`src/pkg/fta_pkg.sv`:
```
package fta_pkg;
  // ---------------------------------------------------------------
  // register map (byte addresses)
  // ---------------------------------------------------------------
  localparam logic [7:0] ADDR_CONFIG = 8'h00;
  localparam logic [7:0] ADDR_STATUS1 = 8'h04;
  localparam logic [7:0] ADDR_STATUS2 = 8'h08;
  localparam logic [7:0] ADDR_FANDIV = 8'h0c;
  localparam logic [7:0] ADDR_RESCFG = 8'h10;
  localparam logic [7:0] ADDR_HOT = 8'h14;
  localparam logic [7:0] ADDR_HOTHYST = 8'h18;
  localparam logic [7:0] ADDR_OVLIM = 8'h1c;
  localparam logic [7:0] ADDR_OVHYST = 8'h20;
  localparam logic [7:0] ADDR_TEMPHI = 8'h28;
  localparam logic [7:0] ADDR_FAN1CNT = 8'h2c;
  localparam logic [7:0] ADDR_FAN2CNT = 8'h30;
  localparam logic [7:0] ADDR_FANLVL = 8'h34;

  // ---------------------------------------------------------------
  // field positions and reset values
  // ---------------------------------------------------------------
  localparam int CFG_START = 0;
  localparam int CFG_INTEN = 1;
  localparam int CFG_INTCLR = 3;
  localparam logic [7:0] CFG_RESET = 8'h08;
  localparam int RES_OVONCE = 2;
  localparam int RES_WIDE = 3;
  localparam int FD_F1LVL = 0;
  localparam int FD_F2LVL = 1;
  localparam int FD_DIV1 = 2;
  localparam int FD_DIV2 = 4;
  localparam int FD_OVEN = 6;
  localparam logic [7:0] FANDIV_RESET = 8'h54;
  localparam int ST1_HOT = 0;
  localparam int ST2_OV = 0;
  localparam int ST_FIRST_TACH_INPUT = 1;
  localparam int ST_SECOND_TACH_INPUT = 2;

  // ---------------------------------------------------------------
  // timing
  // ---------------------------------------------------------------
  localparam int CLK_HZ = 20000000;
  localparam int REF_HZ = 22500;
  localparam int REF_DIV = CLK_HZ / REF_HZ;
  localparam int FAN_MAX = 255;

  typedef struct packed {
    logic [7:0] hot;
    logic [7:0] hotHyst;
    logic [7:0] ovLim;
    logic [7:0] ovHyst;
  } fta_limits_t;
endpackage

```
`src/core/fta_top.sv`:
```
// Added by the designer: register access over Avalon-MM.
`timescale 1ns/1ps
module fta_top
  import fta_pkg::*;
#(
  parameter int REF_DIVIDE = REF_DIV
) (
  input wire logic clk,
  input wire logic rst_n,
  input wire logic clkEn,
  input wire logic [7:0] avs_address,
  input wire logic avs_read,
  input wire logic avs_write,
  input wire logic [31:0] avs_writedata,
  output logic [31:0] avs_readdata,
  output logic avs_waitrequest,
  input wire logic first_tach_input,
  input wire logic second_tach_input,
  input wire logic [11:0] tempSample,
  input wire logic tempSampleValid,
  output logic intLine_n,
  output logic overheat_line_n
);

  // ---------------------------------------------------------------
  // registers
  // ---------------------------------------------------------------
  logic [7:0] config_;
  logic [7:0] fanDiv;
  logic [3:0] resCtl;
  fta_limits_t lim;
  logic [11:0] tempVal;
  logic [7:0] status1;
  logic [7:0] status2;
  logic [7:0] fanCount [2];
  logic [1:0] fanLevel;
  logic rdDone;
  logic monitorOn;
  assign monitorOn = config_[CFG_START] && !config_[CFG_INTCLR];

  // ---------------------------------------------------------------
  // reference tick
  // ---------------------------------------------------------------
  logic [15:0] refCnt;
  logic refTick;
  assign refTick = (refCnt == 16'(REF_DIVIDE - 1));
  always_ff @(posedge clk or negedge rst_n) begin
    if (!rst_n) begin
      refCnt <= 16'h0000;
    end else if (clkEn) begin
      refCnt <= refTick ? 16'h0000 : refCnt + 16'h0001;
    end
  end

  // ---------------------------------------------------------------
  // fan channels
  // ---------------------------------------------------------------
  logic [1:0] tachRaw;
  assign tachRaw = {second_tach_input, first_tach_input};
  logic [1:0] fanAlarm;
  genvar g;
  generate
    for (g = 0; g < 2; g++) begin : gFan
      logic s1, s2, s3;
      logic [10:0] acc;
      logic [3:0] divN;
      logic [1:0] divSel;
      logic lvlMode;
      logic rise;
      assign divSel = (g == 0) ? fanDiv[FD_DIV1 +: 2] : fanDiv[FD_DIV2 +: 2];
      assign lvlMode = (g == 0) ? fanDiv[FD_F1LVL] : fanDiv[FD_F2LVL];
      // quarter counts per tick: 8, 4, 2, 1 for divisor 1, 2, 4, 8
      assign divN = 4'(4'h8 >> divSel);
      assign rise = s2 && !s3;
      always_ff @(posedge clk or negedge rst_n) begin
        if (!rst_n) begin
          s1 <= 1'b0;
          s2 <= 1'b0;
          s3 <= 1'b0;
        end else if (clkEn) begin
          s1 <= tachRaw[g];
          s2 <= s1;
          s3 <= s2;
        end
      end
      // one tach period, count falls as divisor rises
      always_ff @(posedge clk or negedge rst_n) begin
        if (!rst_n) begin
          acc <= 11'h000;
          fanCount[g] <= 8'hff;
          fanAlarm[g] <= 1'b0;
        end else if (clkEn) begin
          fanAlarm[g] <= 1'b0;
          if (!monitorOn || lvlMode) begin
            acc <= 11'h000;
          end else if (rise) begin
            acc <= 11'h000;
            fanCount[g] <= (acc >= 11'(FAN_MAX * 4)) ? 8'hff : acc[9:2];
            fanAlarm[g] <= (acc >= 11'(FAN_MAX * 4));
          end else if (refTick && acc < 11'(FAN_MAX * 4)) begin
            acc <= acc + 11'(divN);
          end
        end
      end
      always_ff @(posedge clk or negedge rst_n) begin
        if (!rst_n) begin
          fanLevel[g] <= 1'b0;
        end else if (clkEn) begin
          fanLevel[g] <= s2;
        end
      end
    end
  endgenerate

  // ---------------------------------------------------------------
  // temperature capture and compare
  // ---------------------------------------------------------------
  logic [7:0] tempHi;
  logic hotAbove, hotBelowHyst, ovAbove, ovBelowHyst;
  assign tempHi = tempVal[11:4];
  assign hotAbove = $signed(tempHi) > $signed(lim.hot);
  assign hotBelowHyst = $signed(tempHi) < $signed(lim.hotHyst);
  assign ovAbove = $signed(tempHi) > $signed(lim.ovLim);
  assign ovBelowHyst = $signed(tempHi) < $signed(lim.ovHyst);
  logic ovBelowLim;
  assign ovBelowLim = $signed(tempHi) < $signed(lim.ovLim);

  logic convDone;
  always_ff @(posedge clk or negedge rst_n) begin
    if (!rst_n) begin
      tempVal <= 12'h000;
      convDone <= 1'b0;
    end else if (clkEn) begin
      convDone <= 1'b0;
      if (tempSampleValid && monitorOn) begin
        convDone <= 1'b1;
        if (resCtl[RES_WIDE]) begin
          tempVal <= tempSample;
        end else begin
          tempVal <= {tempSample[11:3], 3'b000};
        end
      end
    end
  end

  // ---------------------------------------------------------------
  // hot and overheat event logic
  // ---------------------------------------------------------------
  logic hotArmed, ovArmed, ovEvent, hotEvent, ovCompLow;
  logic ovOnce;
  logic rdStatus1, rdStatus2;
  assign ovOnce = resCtl[RES_OVONCE];
  assign hotEvent = convDone && hotAbove &&
                    (hotArmed || !ovOnce);
  assign ovEvent = convDone && ovAbove && ovArmed;

  // hot bit: default mode reasserts each conversion above the hot limit, clears below hysteresis
  always_ff @(posedge clk or negedge rst_n) begin
    if (!rst_n) begin
      hotArmed <= 1'b1;
      ovArmed <= 1'b1;
    end else if (clkEn && convDone) begin
      if (hotAbove) begin
        hotArmed <= 1'b0;
      end else if (hotBelowHyst) begin
        hotArmed <= 1'b1;
      end
      if (ovAbove) begin
        ovArmed <= 1'b0;
      end else if (ovBelowHyst) begin
        ovArmed <= 1'b1;
      end
    end
  end

  // status, set wins over read clear
  always_ff @(posedge clk or negedge rst_n) begin
    if (!rst_n) begin
      status1 <= 8'h00;
      status2 <= 8'h00;
    end else if (clkEn) begin
      if (hotEvent) begin
        status1[ST1_HOT] <= 1'b1;
      end else if (convDone && hotBelowHyst) begin
        status1[ST1_HOT] <= 1'b0;
      end else if (rdStatus1) begin
        status1[ST1_HOT] <= 1'b0;
      end
      for (int i = 1; i < 8; i++) begin
        if (rdStatus1) begin
          status1[i] <= 1'b0;
        end
      end
      if (fanAlarm[0]) begin
        status1[ST_FIRST_TACH_INPUT] <= 1'b1;
      end
      if (fanAlarm[1]) begin
        status1[ST_SECOND_TACH_INPUT] <= 1'b1;
      end
      if (ovEvent || (convDone && ovAbove && !ovOnce)) begin
        status2[ST2_OV] <= 1'b1;
      end else if (rdStatus2) begin
        status2 <= 8'h00;
      end
    end
  end

  // overheat comparator state
  always_ff @(posedge clk or negedge rst_n) begin
    if (!rst_n) begin
      ovCompLow <= 1'b0;
    end else if (clkEn && convDone) begin
      // equal to the limit holds the line where it is
      if (ovAbove) begin
        ovCompLow <= 1'b1;
      end else if (ovBelowLim) begin
        ovCompLow <= 1'b0;
      end
    end
  end

  // ---------------------------------------------------------------
  // output lines
  // ---------------------------------------------------------------
  always_ff @(posedge clk or negedge rst_n) begin
    if (!rst_n) begin
      intLine_n <= 1'b1;
      overheat_line_n <= 1'b1;
    end else if (clkEn) begin
      intLine_n <= !(config_[CFG_INTEN] && !config_[CFG_INTCLR] &&
                     (|status1 || status2[ST2_OV]));
      if (config_[CFG_INTCLR] || !fanDiv[FD_OVEN]) begin
        overheat_line_n <= 1'b1;
      end else if (ovOnce) begin
        overheat_line_n <= !status2[ST2_OV];
      end else begin
        overheat_line_n <= !ovCompLow;
      end
    end
  end

  // ---------------------------------------------------------------
  // avalon slave: one wait cycle, answer on second edge
  // ---------------------------------------------------------------
  logic req;
  assign req = (avs_read || avs_write) && clkEn;
  assign avs_waitrequest = !rdDone;
  assign rdStatus1 = avs_read && rdDone && avs_address == ADDR_STATUS1;
  assign rdStatus2 = avs_read && rdDone && avs_address == ADDR_STATUS2;

  always_ff @(posedge clk or negedge rst_n) begin
    if (!rst_n) begin
      rdDone <= 1'b0;
    end else begin
      rdDone <= req && !rdDone;
    end
  end

  always_ff @(posedge clk or negedge rst_n) begin
    if (!rst_n) begin
      config_ <= CFG_RESET;
      fanDiv <= FANDIV_RESET;
      resCtl <= 4'h0;
      lim <= '0;
    end else if (clkEn && avs_write && rdDone) begin
      case (avs_address)
        ADDR_CONFIG: config_ <= avs_writedata[7:0];
        ADDR_FANDIV: fanDiv <= avs_writedata[7:0];
        ADDR_RESCFG: resCtl <= avs_writedata[3:0];
        ADDR_HOT: lim.hot <= avs_writedata[7:0];
        ADDR_HOTHYST: lim.hotHyst <= avs_writedata[7:0];
        ADDR_OVLIM: lim.ovLim <= avs_writedata[7:0];
        ADDR_OVHYST: lim.ovHyst <= avs_writedata[7:0];
        default: ;
      endcase
    end
  end

  logic [31:0] next_readdata;
  always_comb begin
    next_readdata = 32'h0000_0000;
    case (avs_address)
      ADDR_CONFIG: next_readdata[7:0] = config_;
      ADDR_STATUS1: next_readdata[7:0] = status1;
      ADDR_STATUS2: next_readdata[7:0] = status2;
      ADDR_FANDIV: next_readdata[7:0] = fanDiv;
      ADDR_RESCFG: next_readdata[7:0] = {tempVal[3:0], resCtl};
      ADDR_HOT: next_readdata[7:0] = lim.hot;
      ADDR_HOTHYST: next_readdata[7:0] = lim.hotHyst;
      ADDR_OVLIM: next_readdata[7:0] = lim.ovLim;
      ADDR_OVHYST: next_readdata[7:0] = lim.ovHyst;
      ADDR_TEMPHI: next_readdata[7:0] = tempHi;
      ADDR_FAN1CNT: next_readdata[7:0] = fanCount[0];
      ADDR_FAN2CNT: next_readdata[7:0] = fanCount[1];
      ADDR_FANLVL: next_readdata[1:0] = fanLevel;
      default: next_readdata = 32'h0000_0000;
    endcase
  end

  always_ff @(posedge clk or negedge rst_n) begin
    if (!rst_n) begin
      avs_readdata <= 32'h0000_0000;
    end else if (req && !rdDone) begin
      avs_readdata <= next_readdata;
    end
  end

endmodule

```
`config.mk`:
```
export PLATFORM = sky130hd
export DESIGN_NAME = fta_top
export DESIGN_NICKNAME = d
export VERILOG_FILES = /design/src/pkg/fta_pkg.sv /design/src/core/fta_top.sv
export SDC_FILE = /design/constraint.sdc
export NUM_CORES = 1
export LEC_CHECK = 0
export BUFFER_PORTS_ARGS = -buffer_cell sky130_fd_sc_hd__clkbuf_2
export CORE_ASPECT_RATIO = 1.25
export CORE_MARGIN = 5
export CORE_UTILIZATION = 59
export DETAILED_ROUTE_END_ITERATION = 6
export GPL_ROUTABILITY_DRIVEN = 0
export PLACE_DENSITY = 0.8
export SLEW_MARGIN = 0
export SYNTH_ARGS = -nofsm -noshare
export SYNTH_HDL_FRONTEND = slang
export SYNTH_SLANG_ARGS = --single-unit
```
`constraint.sdc`:
```
create_clock -name clk -period 3.04 [get_ports clk]
set_input_delay 0.608 -clock clk [delete_from_list [all_inputs] [get_ports clk]]
set_output_delay 0.608 -clock clk [all_outputs]
set_load 0.02 [all_outputs]
```
==> impl_metrics.env, run 1 <==
export IMPL_yosysWarnings=0
export IMPL_hp_class="in2async"
export IMPL_synth_avg_cell_area_um2=9.64
export IMPL_fin_util_pct=67.0
export IMPL_synth_compound_area_share_pct=14.9
export IMPL_peakVddDrop_uv=329
export IMPL_synth_yosys_seq_area_share_pct=44.5
export IMPL_io_buffers=46
export IMPL_crit_required_ns=3.38
export IMPL_die_area_um2=16400
export IMPL_num_vias=6590
export IMPL_synthSimpleGateAreaFrac_pct=17.9
export IMPL_drive_above_1_share_pct=20.3
export IMPL_worstReg2RegStart="fanDiv[4]"
export IMPL_power_uw=4700
export IMPL_cp_slowest_cell="dfstp_2"
export IMPL_netlist_area_leader_share_pct=36.8
export IMPL_ant_nets=0
export IMPL_grt_max_degree=69
export IMPL_yosys_area_top_type="dfrtp_1"
export IMPL_core_region_area_um2=13800
export IMPL_synth_distinct_cells=74
export IMPL_most_common_layout_cells="dfrtp_1 (121), nand2_1 (109), o21ai_0 (88), nor2_1 (62), inv_1 (53)"
export IMPL_antenna_found_initial=0
export IMPL_clkTransAtPathRegs_ns=0.06
export IMPL_post_cts_resized=0
export IMPL_cts_htree_levels=4
export IMPL_max_freq_mhz=394
export IMPL_use_met3_pct=5.57
export IMPL_cts_root_buf="clkbuf_16"
export IMPL_wire_per_inst_um=19.1
export IMPL_synth_area_top_cells="dfrtp_1 (37%), dfstp_2 (7.7%), ha_1 (5.9%)"
export IMPL_tightest_slew_ns=0.760
export IMPL_cts_sinks=145
export IMPL_cp_top_family="simple AND/OR/NAND/NOR gates"
export IMPL_internal_power_uw=3590
export IMPL_pwr_share_comb_pct=8.0
export IMPL_pre_cts_slack_ns=0.533
export IMPL_fin_crit_sh_pct=83.5
export IMPL_hold_violations=0
export IMPL_top_usage_layer="met2"
export IMPL_crit_path_cell_trace="and2_1, ha_1, inv_1, fa_1, nor2b_1, o311a_1, nand4_1, or3_1, a21oi_1"
export IMPL_p_per_area_nw_per_um2=510
export IMPL_regArea_um2=3660
export IMPL_muxShareOfSynthArea_pct=7.90
export IMPL_start_kind="register"
export IMPL_fin_crit_ns=2.54
export IMPL_synth_async_sr_flop_share_pct=100
export IMPL_cp_num_buf_inv=1
export IMPL_p_switching_uw=1120
export IMPL_grt_use_met2_pct=43.4
export IMPL_slew_headroom_pct=48.9
export IMPL_worst_slack_ns=0.502
export IMPL_synthAdderAreaFrac_pct=6.42
export IMPL_yosys_register_bits=145
export IMPL_path_class="reg2reg"
export IMPL_cts_setup_buffers=0
export IMPL_status="completed"
export IMPL_nFillCells=1064
export IMPL_worstPathMaxFanout=6
export IMPL_diodes=0
export IMPL_grt_pass1_wl_um=33700
export IMPL_initial_core_util_pct=59.8
export IMPL_synth_top_family_by_area="simple AND/OR/NAND/NOR gates"
export IMPL_netSwitchingFraction_pct=23.7
export IMPL_grt_ovfl_total=0
export IMPL_max_stage_delay_ns=0.60
export IMPL_maxSlewViolCount=0
export IMPL_skew_ns=0.00920
export IMPL_rsz0062_at_grt="false"
export IMPL_cts_tree="yes"
export IMPL_synth_area_um2=8220
export IMPL_dp_hpwl_um=15200
export IMPL_holdBufCountCts=0
export IMPL_cts_max_path_buffers=2
export IMPL_setup_tns_ns=0
export IMPL_clkPwrFrac_pct=47.4
export IMPL_synth_edf_count=0
export IMPL_cp_arrival_ns=2.88
export IMPL_ioPinCount=95
export IMPL_setup_viol=0
export IMPL_synthXorXnorAreaFrac_pct=1.81
export IMPL_reg2reg_to="gFan[1].acc[8]"
export IMPL_grt_usage_pct=26.5
export IMPL_synth_flop_cell="dfrtp_1"
export IMPL_multiInputGateArea_um2=4120
export IMPL_r2r_cells=9
export IMPL_die_w_um=116
export IMPL_nNetsFinal=1008
export IMPL_reg2reg_slack_ns=0.50
export IMPL_clk_insertion_delay_late_ns=0.42
export IMPL_first_iter_violations=700
export IMPL_endpoint_kind="register"
export IMPL_drc=0
export IMPL_layout_commonest_cell="dfrtp_1"
export IMPL_synthToLayoutAreaGrowth_pct=12.1
export IMPL_totalWireLength_um=20900
export IMPL_drt_pass1_iter_count=6
export IMPL_grt_pass1_vias=6472
export IMPL_maxCapViolCount=0
export IMPL_die_h_um=142
export IMPL_rows=48
export IMPL_leakagePower_uw=0.00427
export IMPL_power_frac_seq_pct=44.6
export IMPL_cts_buffers=17
export IMPL_gr_usage_met1_pct=32.7
export IMPL_postSynthCellCount=853
export IMPL_vias_per_cell=6.02
[logic make-up after synthesis]
family / count (synthesis)
mux: 56
flops: 145
buf+inv: 106
compound gates: 197
other cells: 1
fa+ha+maj: 41
xor+xnor: 17
simple gates: 290
[layout make-up]
| type | instances | area share [%] |
|---|---|---|
| tap | 175 | 2.38 |
| inverter | 53 | 2.16 |
| timing repair buffer | 65 | 4.25 |
| clock buffer | 23 | 5.18 |
| sequential | 145 | 39.7 |
| multi-input combinational | 625 | 44.7 |
| clock inverter | 9 | 1.67 |
[metal layers]
layer	vias up	part of all wire, %
met4	0	6.4
met3	81	6.6
met1	3154	39
met5	-	0
li1	3077	-
met2	278	48
[stage by stage]
step	cells	instance area [um2]	hold slack, ns
after global routing	1095	9220	0.239
after floorplan	876	8310	0.312
after CTS	1095	9220	0.211
after global placement	1063	8590	0.463
final	1095	9220	0.185
after detailed placement	1063	8590	0.469
[power groups by stage]
stage / sequential, uW / combinational [uW] / clock (uW)
finish: 2100 / 378 / 2230
global route: 2100 / 418 / 2340
CTS: 2090 / 378 / 2250
detailed placement: 2120 / 375 / 0
global placement: 2120 / 366 / 0
floorplan: 2100 / 258 / 0
[worst max path at each step]
| stage | startpoint | cells after the start | to |
|---|---|---|---|
| 6_report | fanDiv[4] | 9 | gFan[1].acc[8] |
| 5_1_grt | fanDiv[4] | 9 | gFan[1].acc[8] |
| 4_1_cts | fanDiv[4] | 9 | gFan[1].acc[8] |
| 3_5_place_dp | fanDiv[4] | 9 | gFan[1].acc[8] |
| 3_3_place_gp | fanDiv[4] | 9 | gFan[1].acc[8] |
| 2_1_floorplan | fanDiv[4] | 9 | gFan[1].acc[8] |
[sequential cells by signal (all words and copies together), names as in the netlist]
signal and flops:
lim 32, ovArmed 1, fanDiv 8, gFan.s2 2, avs_readdata 8, fanAlarm 2, tempVal 12, rdDone 1
refCnt 16, status1 3, status2 1, gFan.acc 22, hotArmed 1, convDone 1, intLine_n 1, resCtl 4
overheat_line_n 1, fanLevel 2, fanCount 16, ovCompLow 1, gFan.s1 2, config_ 8
[synth_stat cells (10+ instances only)]
library cell,n
a21o_1,10
a21oi_1,30
a22oi_1,14
buf_4,27
clkbuf_1,11
dfrtp_1,121
dfstp_2,24
ha_1,39
inv_1,53
mux2_2,41
mux2i_1,12
nand2_1,109
nand2b_1,10
nand3_1,19
nor2_1,62
nor2b_1,13
nor3_1,11
o21ai_0,88
Power figures use the tool's default switching activity.
==> run 2: changes to the inputs <==
Settings changed: CORE_UTILIZATION 59 to 53, PLACE_DENSITY 0.8 to 0.76.
Clock period 3.04 ns to 2.2 ns, I/O delays scaled along.
==> impl_metrics.env, run 2 (synthesis results as in run 1) <==
export IMPL_biggestRegsByFlops="lim (32), gFan.acc (22)"
export IMPL_vias_per_cell=5.79
export IMPL_drive_above_1_share_pct=25.8
export IMPL_wire_per_inst_um=18.7
export IMPL_max_freq_mhz=440
export IMPL_path_class="reg2reg"
export IMPL_setup_viol=1
export IMPL_worstPathMaxFanout=3
export IMPL_slew_headroom_pct=60.3
export IMPL_violations="hold timing, setup timing"
export IMPL_maxSlewViolCount=0
export IMPL_top_register="lim"
export IMPL_clkPwrFrac_pct=46.1
export IMPL_power_frac_seq_pct=45.1
export IMPL_diodes=0
export IMPL_cts_tree="yes"
export IMPL_num_vias=6761
export IMPL_leakagePower_uw=0.00445
export IMPL_nNetsFinal=1044
export IMPL_holdBufCountCts=0
export IMPL_rows=51
export IMPL_largest_reg_flops=32
export IMPL_placed_area_um2=8900
export IMPL_drt_pass1_iter_count=5
export IMPL_totalWireLength_um=21800
export IMPL_most_common_layout_cells="dfrtp_1 (121), nand2_1 (109), o21ai_0 (84), nor2_1 (62)"
export IMPL_synthToLayoutAreaGrowth_pct=17.2
export IMPL_antenna_found_initial=0
export IMPL_internal_power_uw=4840
export IMPL_ant_nets=0
export IMPL_hold_violations=6
export IMPL_clk_insertion_delay_late_ns=0.43
export IMPL_cts_sinks=145
export IMPL_core_region_area_um2=15400
export IMPL_hp_class="in2async"
export IMPL_peakVddDrop_uv=566
export IMPL_cts_buffers=17
export IMPL_p_per_area_nw_per_um2=665
export IMPL_setup_tns_ns=-0.0752
export IMPL_skew_ns=0.0124
export IMPL_grt_usage_pct=24.5
export IMPL_fin_crit_sh_pct=103
export IMPL_cts_htree_levels=4
export IMPL_layout_commonest_cell="dfrtp_1"
export IMPL_first_iter_violations=495
export IMPL_grt_ovfl_total=0
export IMPL_clkTransAtPathRegs_ns=0.06
export IMPL_io_buffers=46
export IMPL_die_w_um=121
export IMPL_pre_cts_slack_ns=-0.0439
export IMPL_p_switching_uw=1570
export IMPL_grt_max_degree=60
export IMPL_cts_max_path_buffers=2
export IMPL_die_area_um2=18100
export IMPL_status="finished, violations left"
export IMPL_rsz0062_at_grt="true"
export IMPL_nFillCells=1294
export IMPL_start_kind="register"
export IMPL_maxCapViolCount=0
export IMPL_endpoint_kind="register"
export IMPL_design_area_um2=9640
export IMPL_grt_pass1_vias=6549
export IMPL_initial_core_util_pct=53.3
export IMPL_worst_slack_ns=-0.0752
export IMPL_pwr_share_comb_pct=8.8
export IMPL_dp_hpwl_um=15900
export IMPL_netSwitchingFraction_pct=24.5
export IMPL_crit_required_ns=2.56
export IMPL_cts_root_buf="clkbuf_16"
export IMPL_drc=0
export IMPL_die_h_um=149
export IMPL_tightest_slew_ns=0.595
export IMPL_whs_ns=-0.0129
export IMPL_cp_arrival_ns=2.63
export IMPL_ioPinCount=95
export IMPL_fin_crit_ns=2.28
export IMPL_grt_pass1_wl_um=34200
-- run 2: layout make-up --
class	instances	area (um2)	share of cell area [%]
inverter	53	199	2.06
tap	212	265	2.75
clock buffer	24	512	5.31
multi-input combinational	625	4230	43.9
sequential	145	3660	37.9
timing repair buffer	101	678	7.03
clock inverter	8	100	1.04
-- run 2: final timing paths --
kind | startpoint | to | slack (ns) | cells past startpoint
max in group asynchronous | rst_n | ovArmed | 1.49 | 2
worst min-delay path | rst_n | gFan[1].acc[10] | -0.01 | 1
worst max-delay path | fanDiv[4] | gFan[1].acc[8] | -0.08 | 9
worst max register to register | fanDiv[4] | gFan[1].acc[8] | -0.08 | 9
worst min register to register | hotArmed | hotArmed | 0.47 | 2
min in group clk | tempSample[7] | tempVal[7] | 0.24 | 2
-- run 2: worst max-delay path, cell delays in order (launching register included) --
cell and delay (ns):
dfstp_2 0.54, and2_4 0.15, ha_4 0.13, inv_2 0.04, fa_2 0.37, nor2b_4 0.12, o311a_1 0.19, nand4_1 0.13
or3_1 0.40, a21oi_2 0.14
-- run 2: power groups by stage --
stage	clock, uW	combinational, uW	sequential [uW]
after floorplan	0	356	2900
after global placement	0	544	2930
after detailed placement	0	558	2930
after CTS	3000	563	2890
after global routing	3110	624	2900
final	2950	567	2890
-- run 2: metrics by stage --
stage          util, %  instances  total power [uW]  hold slack [ns]
6_report          62.4       1168              6410          -0.0129
5_1_grt           62.4       1168              6640           0.0224
4_1_cts           61.7       1165              6450          0.00844
3_5_place_dp      57.6       1133              3490            0.458
3_3_place_gp      57.6       1133              3470            0.449
2_1_floorplan        -        876              3260            0.144
-- run 2: repair_timing --
item / CTS / global route
endpoints found under the setup margin: 3 / 11
setup buffers: 0 / 3
resized for setup: 3 / 24
pin swaps: 2 / 10
-- run 2: per-layer routing --
layer  up-vias  global-route usage (%)  wire [um]
met5         -                       0          0
met4         0                    13.6       1140
met3        78                    4.97       1380
met2       277                    39.7      10500
met1      3259                    30.5       8780
li1       3147                       -          -
